`src/hdl/sst_pkg.sv`:
```
// Shared constants and types for the synchronous serial transmitter
package sst_pkg;

  localparam int unsigned CLK_HZ   = 125000000;
  localparam int unsigned CHAR_W   = 12;
  localparam int unsigned SR_W     = 13;
  localparam int unsigned LEN_W    = 3;
  localparam int unsigned RTS_DLY  = 2;

  // Register byte offsets
  localparam logic [7:0] OFS_STATUS = 8'h00;
  localparam logic [7:0] OFS_HOLD   = 8'h04;
  localparam logic [7:0] OFS_SYNC   = 8'h08;

  // Status register fields
  localparam int unsigned ST_DONE_IE = 0;
  localparam int unsigned ST_IDLE    = 1;
  localparam int unsigned ST_LEN_LO  = 2;
  localparam int unsigned ST_DONE    = 7;
  localparam int unsigned ST_ACTIVE  = 8;
  localparam int unsigned ST_RTS     = 9;
  localparam int unsigned ST_CTS     = 10;
  localparam int unsigned ST_CRDY    = 11;

  // Character length selection codes
  localparam logic [LEN_W-1:0] LEN_6  = 3'h0;
  localparam logic [LEN_W-1:0] LEN_7  = 3'h1;
  localparam logic [LEN_W-1:0] LEN_8  = 3'h2;
  localparam logic [LEN_W-1:0] LEN_10 = 3'h3;
  localparam logic [LEN_W-1:0] LEN_11 = 3'h4;
  localparam logic [LEN_W-1:0] LEN_12 = 3'h5;

  // Values after reset
  localparam logic [CHAR_W-1:0] RST_SYNC = 12'h000;
  localparam logic [LEN_W-1:0]  RST_LEN  = 3'h2;

  typedef struct packed {
    logic              cyc;
    logic              stb;
    logic              we;
    logic [3:0]        sel;
    logic [7:0]        adr;
    logic [31:0]       dat;
  } sst_wb_req_t;

  typedef struct packed {
    logic              ack;
    logic [31:0]       dat;
  } sst_wb_rsp_t;

  typedef struct packed {
    logic              rts;
    logic              txd;
  } sst_modem_out_t;

endpackage

```
`src/hdl/sst_top.sv`:
```
// Transmit half of a synchronous serial line interface with Wishbone access
//
// Functional notes
// - Buffer write stores character, sets ready-sync flag
// - Ready flag follows sync flag on falling edge
// - Request-to-send rises two clock pulses later
// - No shifting before clear-to-send returns
// - Sync register and length loaded from bus
// - Idle-sync sends sync when character is late
// - Eight-bit marker flop injects trailing one behind buffered characters
// - Seven/six bit modes force marker at load
// - Lengths ten, eleven, twelve also supported
// - Active sets on rising edge after clear-to-send
// - End-of-cycle when upper shift bits all zero
// - End-of-cycle stops shift, next clock loads
// - Load drops end-of-cycle, clears ready-sync flag
// - Ready-sync falling edge sets done flag
// - No new character: ready clears, send drops
// - Ready, idle-sync or no end-of-cycle keeps active and request
// - Idle-sync while no character is ready sends sync repeatedly
//
// Register access over Wishbone and the address map were chosen for this implementation.
`timescale 1ns/1ns
module sst_top (
  input  wire logic                  clk_i,
  input  wire logic                  rst_i,
  input  wire sst_pkg::sst_wb_req_t  wb_req_i,
  output sst_pkg::sst_wb_rsp_t       wb_rsp_o,
  input  wire logic                  tx_clk_i,
  input  wire logic                  clear_to_send_i,
  output sst_pkg::sst_modem_out_t    modem_o,
  output logic                       done_req_o
);

  typedef struct packed {
    logic [1:0]                    clk_sync;
    logic                          clk_prev;
    logic [1:0]                    cts_sync;
    logic                          ack;
    logic [31:0]                   rdata;
    logic                          done_ie;
    logic                          idle_sync;
    logic [sst_pkg::LEN_W-1:0]     len_sel;
    logic [sst_pkg::CHAR_W-1:0]    sync_reg;
    logic [sst_pkg::CHAR_W-1:0]    hold_buf;
    logic                          char_rdy_sync;
    logic                          char_rdy;
    logic                          eight_bit_marker_ff;
    logic [1:0]                    rts_cnt;
    logic                          rts;
    logic                          active;
    logic [sst_pkg::SR_W-1:0]      shreg;
    logic                          txd;
    logic                          done;
    logic                          done_req;
  } sst_state_t;

  sst_state_t state_ff;
  sst_state_t nxt_state;

  logic                          rise_edge;
  logic                          fall_edge;
  logic                          cts;
  logic                          end_cycle;
  logic                          req_hit;
  logic                          wr_en;
  logic                          hold_load;
  logic                          want_send;
  logic                          do_load;
  logic                          len8;
  logic [3:0]                    len_bits;
  logic [sst_pkg::CHAR_W-1:0]    load_src;
  logic [sst_pkg::SR_W-1:0]      load_vec;
  logic [31:0]                   status_word;
  logic [31:0]                   rd_mux;

  assign rise_edge = state_ff.clk_sync[1] & ~state_ff.clk_prev;
  assign fall_edge = ~state_ff.clk_sync[1] & state_ff.clk_prev;
  assign cts       = state_ff.cts_sync[1];

  // Marker past the last data bit leaves only bits 1 and 0 set
  assign end_cycle = (state_ff.shreg[sst_pkg::SR_W-1:2] == '0);

  assign len8 = (state_ff.len_sel == sst_pkg::LEN_8);

  // Number of data bits for each length selection
  always_comb begin
    case (state_ff.len_sel)
      sst_pkg::LEN_6:  len_bits = 4'h6;
      sst_pkg::LEN_7:  len_bits = 4'h7;
      sst_pkg::LEN_8:  len_bits = 4'h8;
      sst_pkg::LEN_10: len_bits = 4'hA;
      sst_pkg::LEN_11: len_bits = 4'hB;
      sst_pkg::LEN_12: len_bits = 4'hC;
      default:         len_bits = 4'h8;
    endcase
  end

  // Buffer when a character is waiting, otherwise the sync pattern
  assign load_src = state_ff.char_rdy ? state_ff.hold_buf
                                      : state_ff.sync_reg;

  // Bits above the length are suppressed; the bit at the length is the
  // trailing marker. In 8-bit mode the marker comes from its own flop.
  genvar gi;
  generate
    for (gi = 0; gi < sst_pkg::SR_W; gi++) begin : g_load
      if (gi < sst_pkg::CHAR_W) begin : g_dat
        always_comb begin
          if (gi < int'(len_bits)) begin
            load_vec[gi] = load_src[gi];
          end else if (gi == int'(len_bits)) begin
            load_vec[gi] = len8 ? state_ff.eight_bit_marker_ff
                                : 1'b1;
          end else begin
            load_vec[gi] = 1'b0;
          end
        end
      end else begin : g_top
        assign load_vec[gi] = (gi == int'(len_bits));
      end
    end
  endgenerate

  // Bus decode; a write lands at the edge where ack is seen high
  assign req_hit   = wb_req_i.cyc & wb_req_i.stb;
  assign wr_en     = req_hit & wb_req_i.we & state_ff.ack;
  assign hold_load = wr_en & (wb_req_i.adr == sst_pkg::OFS_HOLD) &
                     wb_req_i.sel[0];

  // Send request is held by a waiting character, a character still in
  // flight, or idle-sync fill
  assign want_send = state_ff.char_rdy | state_ff.idle_sync |
                     (state_ff.active & ~end_cycle);

  assign do_load = rise_edge & state_ff.active & cts & end_cycle &
                   (state_ff.char_rdy | state_ff.idle_sync);

  always_comb begin
    status_word                                   = '0;
    status_word[sst_pkg::ST_DONE_IE]              = state_ff.done_ie;
    status_word[sst_pkg::ST_IDLE]                 = state_ff.idle_sync;
    status_word[sst_pkg::ST_LEN_LO +: sst_pkg::LEN_W] = state_ff.len_sel;
    status_word[sst_pkg::ST_DONE]                 = state_ff.done;
    status_word[sst_pkg::ST_ACTIVE]               = state_ff.active;
    status_word[sst_pkg::ST_RTS]                  = state_ff.rts;
    status_word[sst_pkg::ST_CTS]                  = cts;
    status_word[sst_pkg::ST_CRDY]                 = state_ff.char_rdy;
  end

  always_comb begin
    case (wb_req_i.adr)
      sst_pkg::OFS_STATUS: rd_mux = status_word;
      sst_pkg::OFS_HOLD:   rd_mux = {20'h00000, state_ff.hold_buf};
      sst_pkg::OFS_SYNC:   rd_mux = {20'h00000, state_ff.sync_reg};
      default:             rd_mux = 32'h00000000;
    endcase
  end

  always_comb begin
    nxt_state = state_ff;

    // Two-flop synchronisers, then an edge detector on the second stage
    nxt_state.clk_sync = {state_ff.clk_sync[0], tx_clk_i};
    nxt_state.clk_prev = state_ff.clk_sync[1];
    nxt_state.cts_sync = {state_ff.cts_sync[0], clear_to_send_i};

    // Single-wait answer; unmapped offsets ack with zero data
    nxt_state.ack   = req_hit & ~state_ff.ack;
    nxt_state.rdata = (req_hit & ~state_ff.ack) ? rd_mux : 32'h00000000;

    if (wr_en && wb_req_i.adr == sst_pkg::OFS_STATUS) begin
      if (wb_req_i.sel[0]) begin
        nxt_state.done_ie   = wb_req_i.dat[sst_pkg::ST_DONE_IE];
        nxt_state.idle_sync = wb_req_i.dat[sst_pkg::ST_IDLE];
        nxt_state.len_sel   =
          wb_req_i.dat[sst_pkg::ST_LEN_LO +: sst_pkg::LEN_W];
      end
    end
    if (wr_en && wb_req_i.adr == sst_pkg::OFS_SYNC) begin
      if (wb_req_i.sel[0]) begin
        nxt_state.sync_reg[7:0] = wb_req_i.dat[7:0];
      end
      if (wb_req_i.sel[1]) begin
        nxt_state.sync_reg[11:8] = wb_req_i.dat[11:8];
      end
    end
    if (hold_load) begin
      nxt_state.hold_buf[7:0] = wb_req_i.dat[7:0];
      if (wb_req_i.sel[1]) begin
        nxt_state.hold_buf[11:8] = wb_req_i.dat[11:8];
      end
    end

    // Falling edge: ready flag copies the sync flag
    if (fall_edge) begin
      nxt_state.char_rdy = state_ff.char_rdy_sync;
    end

    // Rising edge: request-to-send delay and active flag
    if (rise_edge) begin
      if (!want_send) begin
        nxt_state.rts_cnt = 2'h0;
        nxt_state.rts     = 1'b0;
        nxt_state.active  = 1'b0;
      end else if (state_ff.rts_cnt < 2'(sst_pkg::RTS_DLY)) begin
        nxt_state.rts_cnt = state_ff.rts_cnt + 2'h1;
        nxt_state.rts     = (state_ff.rts_cnt ==
                             2'(sst_pkg::RTS_DLY - 1));
      end
      if (want_send && state_ff.rts && cts) begin
        nxt_state.active = 1'b1;
      end
    end

    // Marker flop arms while a character waits and the shifter has run
    // empty; arming between link edges has it ready before the load
    // edge, also for back-to-back characters
    if (len8 && state_ff.char_rdy && cts && end_cycle) begin
      nxt_state.eight_bit_marker_ff = 1'b1;
    end

    // Shifting waits for both active and clear-to-send
    if (do_load) begin
      nxt_state.shreg               = load_vec;
      nxt_state.txd                 = load_vec[0];
      nxt_state.char_rdy_sync       = 1'b0;
      nxt_state.eight_bit_marker_ff = 1'b0;
    end else if (rise_edge && state_ff.active && cts && !end_cycle) begin
      nxt_state.shreg = state_ff.shreg >> 1;
      nxt_state.txd   = state_ff.shreg[1];
    end

    // A new character beats a simultaneous clear of the sync flag
    if (hold_load) begin
      nxt_state.char_rdy_sync = 1'b1;
    end

    // Done sets on the sync flag's fall and clears on a buffer write;
    // a write in the load cycle keeps the flag up, so the clear wins
    if (hold_load) begin
      nxt_state.done = 1'b0;
    end
    if (state_ff.char_rdy_sync && !nxt_state.char_rdy_sync) begin
      nxt_state.done = 1'b1;
    end
    nxt_state.done_req = nxt_state.done & nxt_state.done_ie;

    // Idle state after reset
    if (rst_i) begin
      nxt_state                     = '0;
      nxt_state.len_sel             = sst_pkg::RST_LEN;
      nxt_state.sync_reg            = sst_pkg::RST_SYNC;
    end
  end

  always_ff @(posedge clk_i) begin
    state_ff <= nxt_state;
  end

  assign wb_rsp_o.ack  = state_ff.ack;
  assign wb_rsp_o.dat  = state_ff.rdata;
  assign modem_o.rts   = state_ff.rts;
  assign modem_o.txd   = state_ff.txd;
  assign done_req_o    = state_ff.done_req;

endmodule

```
`config.mk`:
```
export PLATFORM = sky130hd
export DESIGN_NAME = sst_top
export DESIGN_NICKNAME = d
export VERILOG_FILES = /design/src/hdl/sst_pkg.sv /design/src/hdl/sst_top.sv
export SDC_FILE = /design/constraint.sdc
export NUM_CORES = 1
export LEC_CHECK = 0
export ABC_CLOCK_PERIOD_IN_PS = 2350
export BUFFER_PORTS_ARGS = -buffer_cell sky130_fd_sc_hd__buf_2
export CELL_PAD_IN_SITES_DETAIL_PLACEMENT = 0
export CELL_PAD_IN_SITES_GLOBAL_PLACEMENT = 1
export CORE_MARGIN = 2
export CORE_UTILIZATION = 33
export CTS_BUF_LIST = sky130_fd_sc_hd__clkbuf_4
export DETAILED_ROUTE_END_ITERATION = 8
export PLACE_DENSITY_LB_ADDON = 0.1
export SYNTH_ARGS = -nofsm -noshare
export SYNTH_HDL_FRONTEND = slang
export SYNTH_SLANG_ARGS = --single-unit
export TNS_END_PERCENT = 10
```
`constraint.sdc`:
```
create_clock -name clk_i -period 2.35 [get_ports clk_i]
set_input_delay 0.235 -clock clk_i [delete_from_list [all_inputs] [get_ports clk_i]]
set_output_delay 0.235 -clock clk_i [all_outputs]
set_load 0.01 [all_outputs]
```
-- After elaboration in Yosys (flattened, before gate mapping)
Cells that the tools add are included.
W data, S select, Z words.
- logic and storage cells: 145
- flip-flop bits (word level): 90
- input port bits: 51
- equal/unequal tests: 22
- mux-type cells: 40
- $add $sub $neg: 1
- $lt $le $gt $ge: 13
- reduce and logical (&&, ||, !) cells: 26
- bitwise gates (word level): 21
- operators by type and width (cell ; number):
    $pmux W12 S3 ; 1
    $eq A4 B4 Y1 const A ; 8
    $mux W1 ; 31
    $mux W14 ; 2
    $pmux W4 S5 ; 1
    $lt A3 B4 Y1 const A ; 4
    $lt A4 B4 Y1 const A ; 4
    $and A1 B1 Y1 ; 14
    $eq A3 B4 Y1 const A ; 3
    $mux W12 ; 1
    $reduce_and A2 Y1 ; 6
    $logic_and A1 B1 Y1 ; 11
    $logic_not A11 Y1 ; 1
    $mux W5 ; 2
    $eq A8 B3 Y1 const B ; 1
    $eq A8 B4 Y1 const B ; 1
    $logic_not A8 Y1 ; 1
    $lt A1 B4 Y1 const A ; 2
    $lt A2 B4 Y1 const A ; 2
    $eq A3 B2 Y1 const B ; 2
    $eq A3 B3 Y1 const B ; 2
    $mux W3 ; 2
    $not A1 Y1 ; 5
    $eq A2 B4 Y1 const A ; 1
    other kinds (11) ; 15

-- Depth between registers and ports, before layout
- depth in word-level cells: 12
- mapped depth: 7
- mapped depth without buffers: 5

-- Worst setup path after synthesis
Ideal clock, no wire load.
- kind: input-to-reg
- start: input wb_req_i[37] (netlist bit)
- end: register state_ff (netlist bit done_req_o)
- arrival time: 1.775 ns
- setup slack: 0.442 ns
- path buffers: 2
- stages: 6
- data required time: 2.216 ns
- cells stage by stage: or4_4 buf_6 or4_1 buf_2 mux2i_1 nor4_1
- longest elaborated chain between the ends: 8
- RTL lines (what ; line ; RTL):
    start: declaration ; sst_top.sv:27 ; input wire sst_pkg::sst_wb_req_t wb_req_i,
    $eq A8 B3 Y1 ; sst_top.sv:128 ; assign hold_load = wr_en & (wb_req_i.adr == sst_pkg::OFS_HOLD) &
    $and A1 B1 Y1 (2 in a row) ; sst_top.sv:128 ;
    $mux W1 ; sst_top.sv:235 ; if (hold_load) begin
    $logic_not A1 Y1 ; sst_top.sv:244 ; if (state_ff.char_rdy_sync && !nxt_state.char_rdy_sync) begin
    $logic_and A1 B1 Y1 ; sst_top.sv:244 ;
    $mux W1 ; sst_top.sv:244 ;
    $and A1 B1 Y1 (*) ; sst_top.sv:247 ; nxt_state.done_req = nxt_state.done & nxt_state.done_ie;
    end signal: assignment ; sst_top.sv:258 ; state_ff <= nxt_state;
    end: declaration ; sst_top.sv:58 ; sst_state_t state_ff;
Every way passes the cells marked *; elsewhere a longest branch is shown, timed or not.
A chain may end at the register's enable or synchronous reset.

-- Worst setup path in the final report
- start: register state_ff[12] (netlist bit)
- end: register state_ff[11] (netlist bit)
- longest elaborated chain between the ends: 4
- RTL lines (what ; line ; RTL):
    $logic_not A11 Y1 ; sst_top.sv:82 ; assign end_cycle = (state_ff.shreg[sst_pkg::SR_W-1:2] == '0);
    $and A1 B1 Y1 / $logic_not A1 Y1 (equally long branches) ; sst_top.sv:136, sst_top.sv:229 ;
    $and A1 B1 Y1 / $logic_and A1 B1 Y1 (equally long branches) ; sst_top.sv:136, sst_top.sv:229 ;
    $mux W14 / $reduce_bool A2 Y1 (equally long branches) ; n/a ;
Parallel ways exist; a longest one is shown, timed or not. The select of a mux whose other input is x is not followed.

==> metrics.txt <==
DRT antenna net count=0; switching share of power=0.2778; P_leak=1.421 nW; Yosys top cell by area=dfxtp_1; Root Buffer=clkbuf_4; most common cell in the netlist=dfxtp_1; Top Ports=87; Slew headroom=0.4419; maxcap violations=0; DRT Pass-1 Iters=4; Top Family by Delay on Critical Path=simple AND/OR/NAND/NOR gates; worst endpoint data arrival time=2.39 ns; hpwl dp=6.359 mm; final wirelength=8.956 mm; Filler cells=1069; Fin Clk Skew=0.02038 ns; Post-synth EDFFs=0; fmax=484.3 MHz; H-tree depth=3; PD cells=527.5 nW/um2; Worst path max stage delay=0.65 ns; fin crit share=0.8786; CORE AREA=10140 um2; type of the worst min-delay path=input pin to register; CTS Sinks=69; routability cong.=0.8297; vias in the first global route=2620; Switch Pwr=0.5497 mW; Layout area overhead=10.63%; worst-path cell chain=or4_1, nor4_2, nor2_1, o221a_1; Synth top area share=0.4074; clock-pin transition on the worst setup and hold timing paths=0.13 ns; Main synth FF type=dfxtp_1; final hold slack=0.02584 ns; Slew @ Worst Pin=0.8341 ns; Period minus WS final=2.065 ns; final number of hold-violating endpoints=0; Post-Syn Area per Cell=8.830 um2; pin count of the biggest net entering global routing=52; row cnt=37; Wirelength per Cell=16.02 um; first-pass GRT wire length=14.34 mm; die area=11100 um2; mapped cell area=3391 um2; Starting Density=0.3344; Net count, final=470; total global routing overflow=0; Num CTS Buffers=9; crit path buf inv count=0; Clock Latency Late Sink=0.43 ns; Worst setup EP type=register; VDD IR max=222.4 uV; Critical Path RT=2.67 ns; starting DRC count in detailed routing=154; part of the power in combinational logic=0.056; DR vias/cell=4.909; synth unique cells=45; initial antenna violation count=0; Die Y=105.4 um; fin. max-slew vios=0; layout cells sized above 1=0.2104; synth warn=0; die width=105.4 um; CP Class=register to register; top post-synthesis cells by area=dfxtp_1 41%, mux2i_1 10%, buf_4 7.7%; Post-Synthesis Cells=384; number of synthesized register bits=69; clock tree buffer depth=2; Critical-path top delay cell=or4_1; crit-path max FO=12; sequential fraction of the synthesis area=0.4074; Final setup viols=0; status=completed; Clock power frac=0.349; sequential power share=0.595; internal power=1.429 mW; DRC viols=0; CP Launch Type=register; Post-synth top cells=69 x dfxtp_1, 39 x a21oi_1, 39 x nor2_1, 35 x buf_4, 35 x mux2i_1; post-CTS setup buffers=0; ANT cells=0; Final TNS setup=0 ns; TritonCTS clock tree=built; I/O Buffers=44; GRT Util Overall=0.1676; via count=2744; Async SR Flop Fraction=0; RSZ-0062 raised after global routing=false
==> worst reg2reg max path, stage by stage (launching register included) <==
cell	delay [ns]
dfxtp_1	0.36
or4_1	0.65
nor4_2	0.38
nor2_1	0.27
o221a_1	0.31
==> routing by layer <==
metal,part of all wire,vias up,global-route usage
met3,0.039,6,0.02597
li1,-,1391,-
met1,0.49,1281,0.2325
met4,0.010,0,0.06857
met2,0.46,66,0.2590
met5,0,-,0
==> cell type report <==
cell class                      instances  area, um2  area share
Tap cell                              136      170.2     0.04536
Sequential cell                        69       1381      0.3682
Clock inverter                          7      51.30     0.01368
Clock buffer                            9      67.56     0.01801
Inverter                                6      22.52    0.006004
Multi-Input combinational cell        269       1690      0.4506
Timing Repair Buffer                   63      367.9     0.09807
==> placed cells by master (no fill, tap or decap), types with 3 or more instances in the layout <==
cell,netlist,layout
o21ai_0,5,5
a2111oi_0,3,3
or4_1,4,4
o21ai_1,5,5
buf_2,6,44
a211oi_1,10,10
mux2_1,5,5
nor4_1,5,5
inv_1,5,5
nand3_1,9,9
clkbuf_4,0,9
nor2_2,5,5
nor2b_1,10,10
nand2_1,23,23
mux2i_1,35,35
a21oi_1,39,39
nor2_1,39,39
conb_1,1,20
clkinvlp_4,0,5
dfxtp_1,69,69
nor3_1,3,3
a31oi_1,11,11
nand4_1,4,4
buf_4,35,17
nand3b_1,3,3
==> registers in the layout, summed over array words and instances, names as in the netlist <==
signal and count:
wb_rsp_o 13, state_ff 53, modem_o 1, cts 1, done_req_o 1
==> final timing paths <==
path / from / endpoint / slack, ns / cells past startpoint
max reg2reg: state_ff[12] / state_ff[11] / 0.29 / 4
min: clear_to_send_i / state_ff[85] / 0.03 / 2
min reg2reg: state_ff[85] / cts / 0.45 / 1
max: state_ff[12] / state_ff[11] / 0.29 / 4
==> logic make-up after synthesis <==
group	after synthesis	share of synthesized area
buffers and inverters	65	0.1151
AO/OA/AOI/OAI	83	0.1472
other	1	0.001106
adder cells (fa/ha/maj)	1	0.003689
flip-flops	69	0.4074
AND/OR/NAND/NOR	125	0.2055
multiplexers	40	0.1199
==> power by group through the flow <==
| stage | combinational, mW | sequential (mW) | clock (mW) |
|---|---|---|---|
| 3_3_place_gp | 0.110 | 1.20 | 0 |
| 5_1_grt | 0.124 | 1.18 | 0.771 |
| 6_report | 0.111 | 1.18 | 0.690 |
| 3_5_place_dp | 0.110 | 1.20 | 0 |
| 4_1_cts | 0.113 | 1.18 | 0.723 |
| 2_1_floorplan | 0.0878 | 1.20 | 0 |
==> per-stage QoR <==
stage	utilization	cells	area (um2)	worst slack, ns	power [mW]
global placement	0.3563	541	3612	0.2341	1.314
detailed placement	0.3563	541	3612	0.2468	1.314
floorplan	-	403	3462	0.4416	1.290
finish	0.3700	559	3751	0.2853	1.979
CTS	0.3700	559	3751	0.2809	2.014
global route	0.3700	559	3751	0.1620	2.074
==> repair_timing <==
action,4_1_cts,5_1_grt
hold buffers,2,0
setup endpoints to repair,0,0
resized for setup,0,0
hold endpoints to repair,2,0
Power figures use the tool's default switching activity.
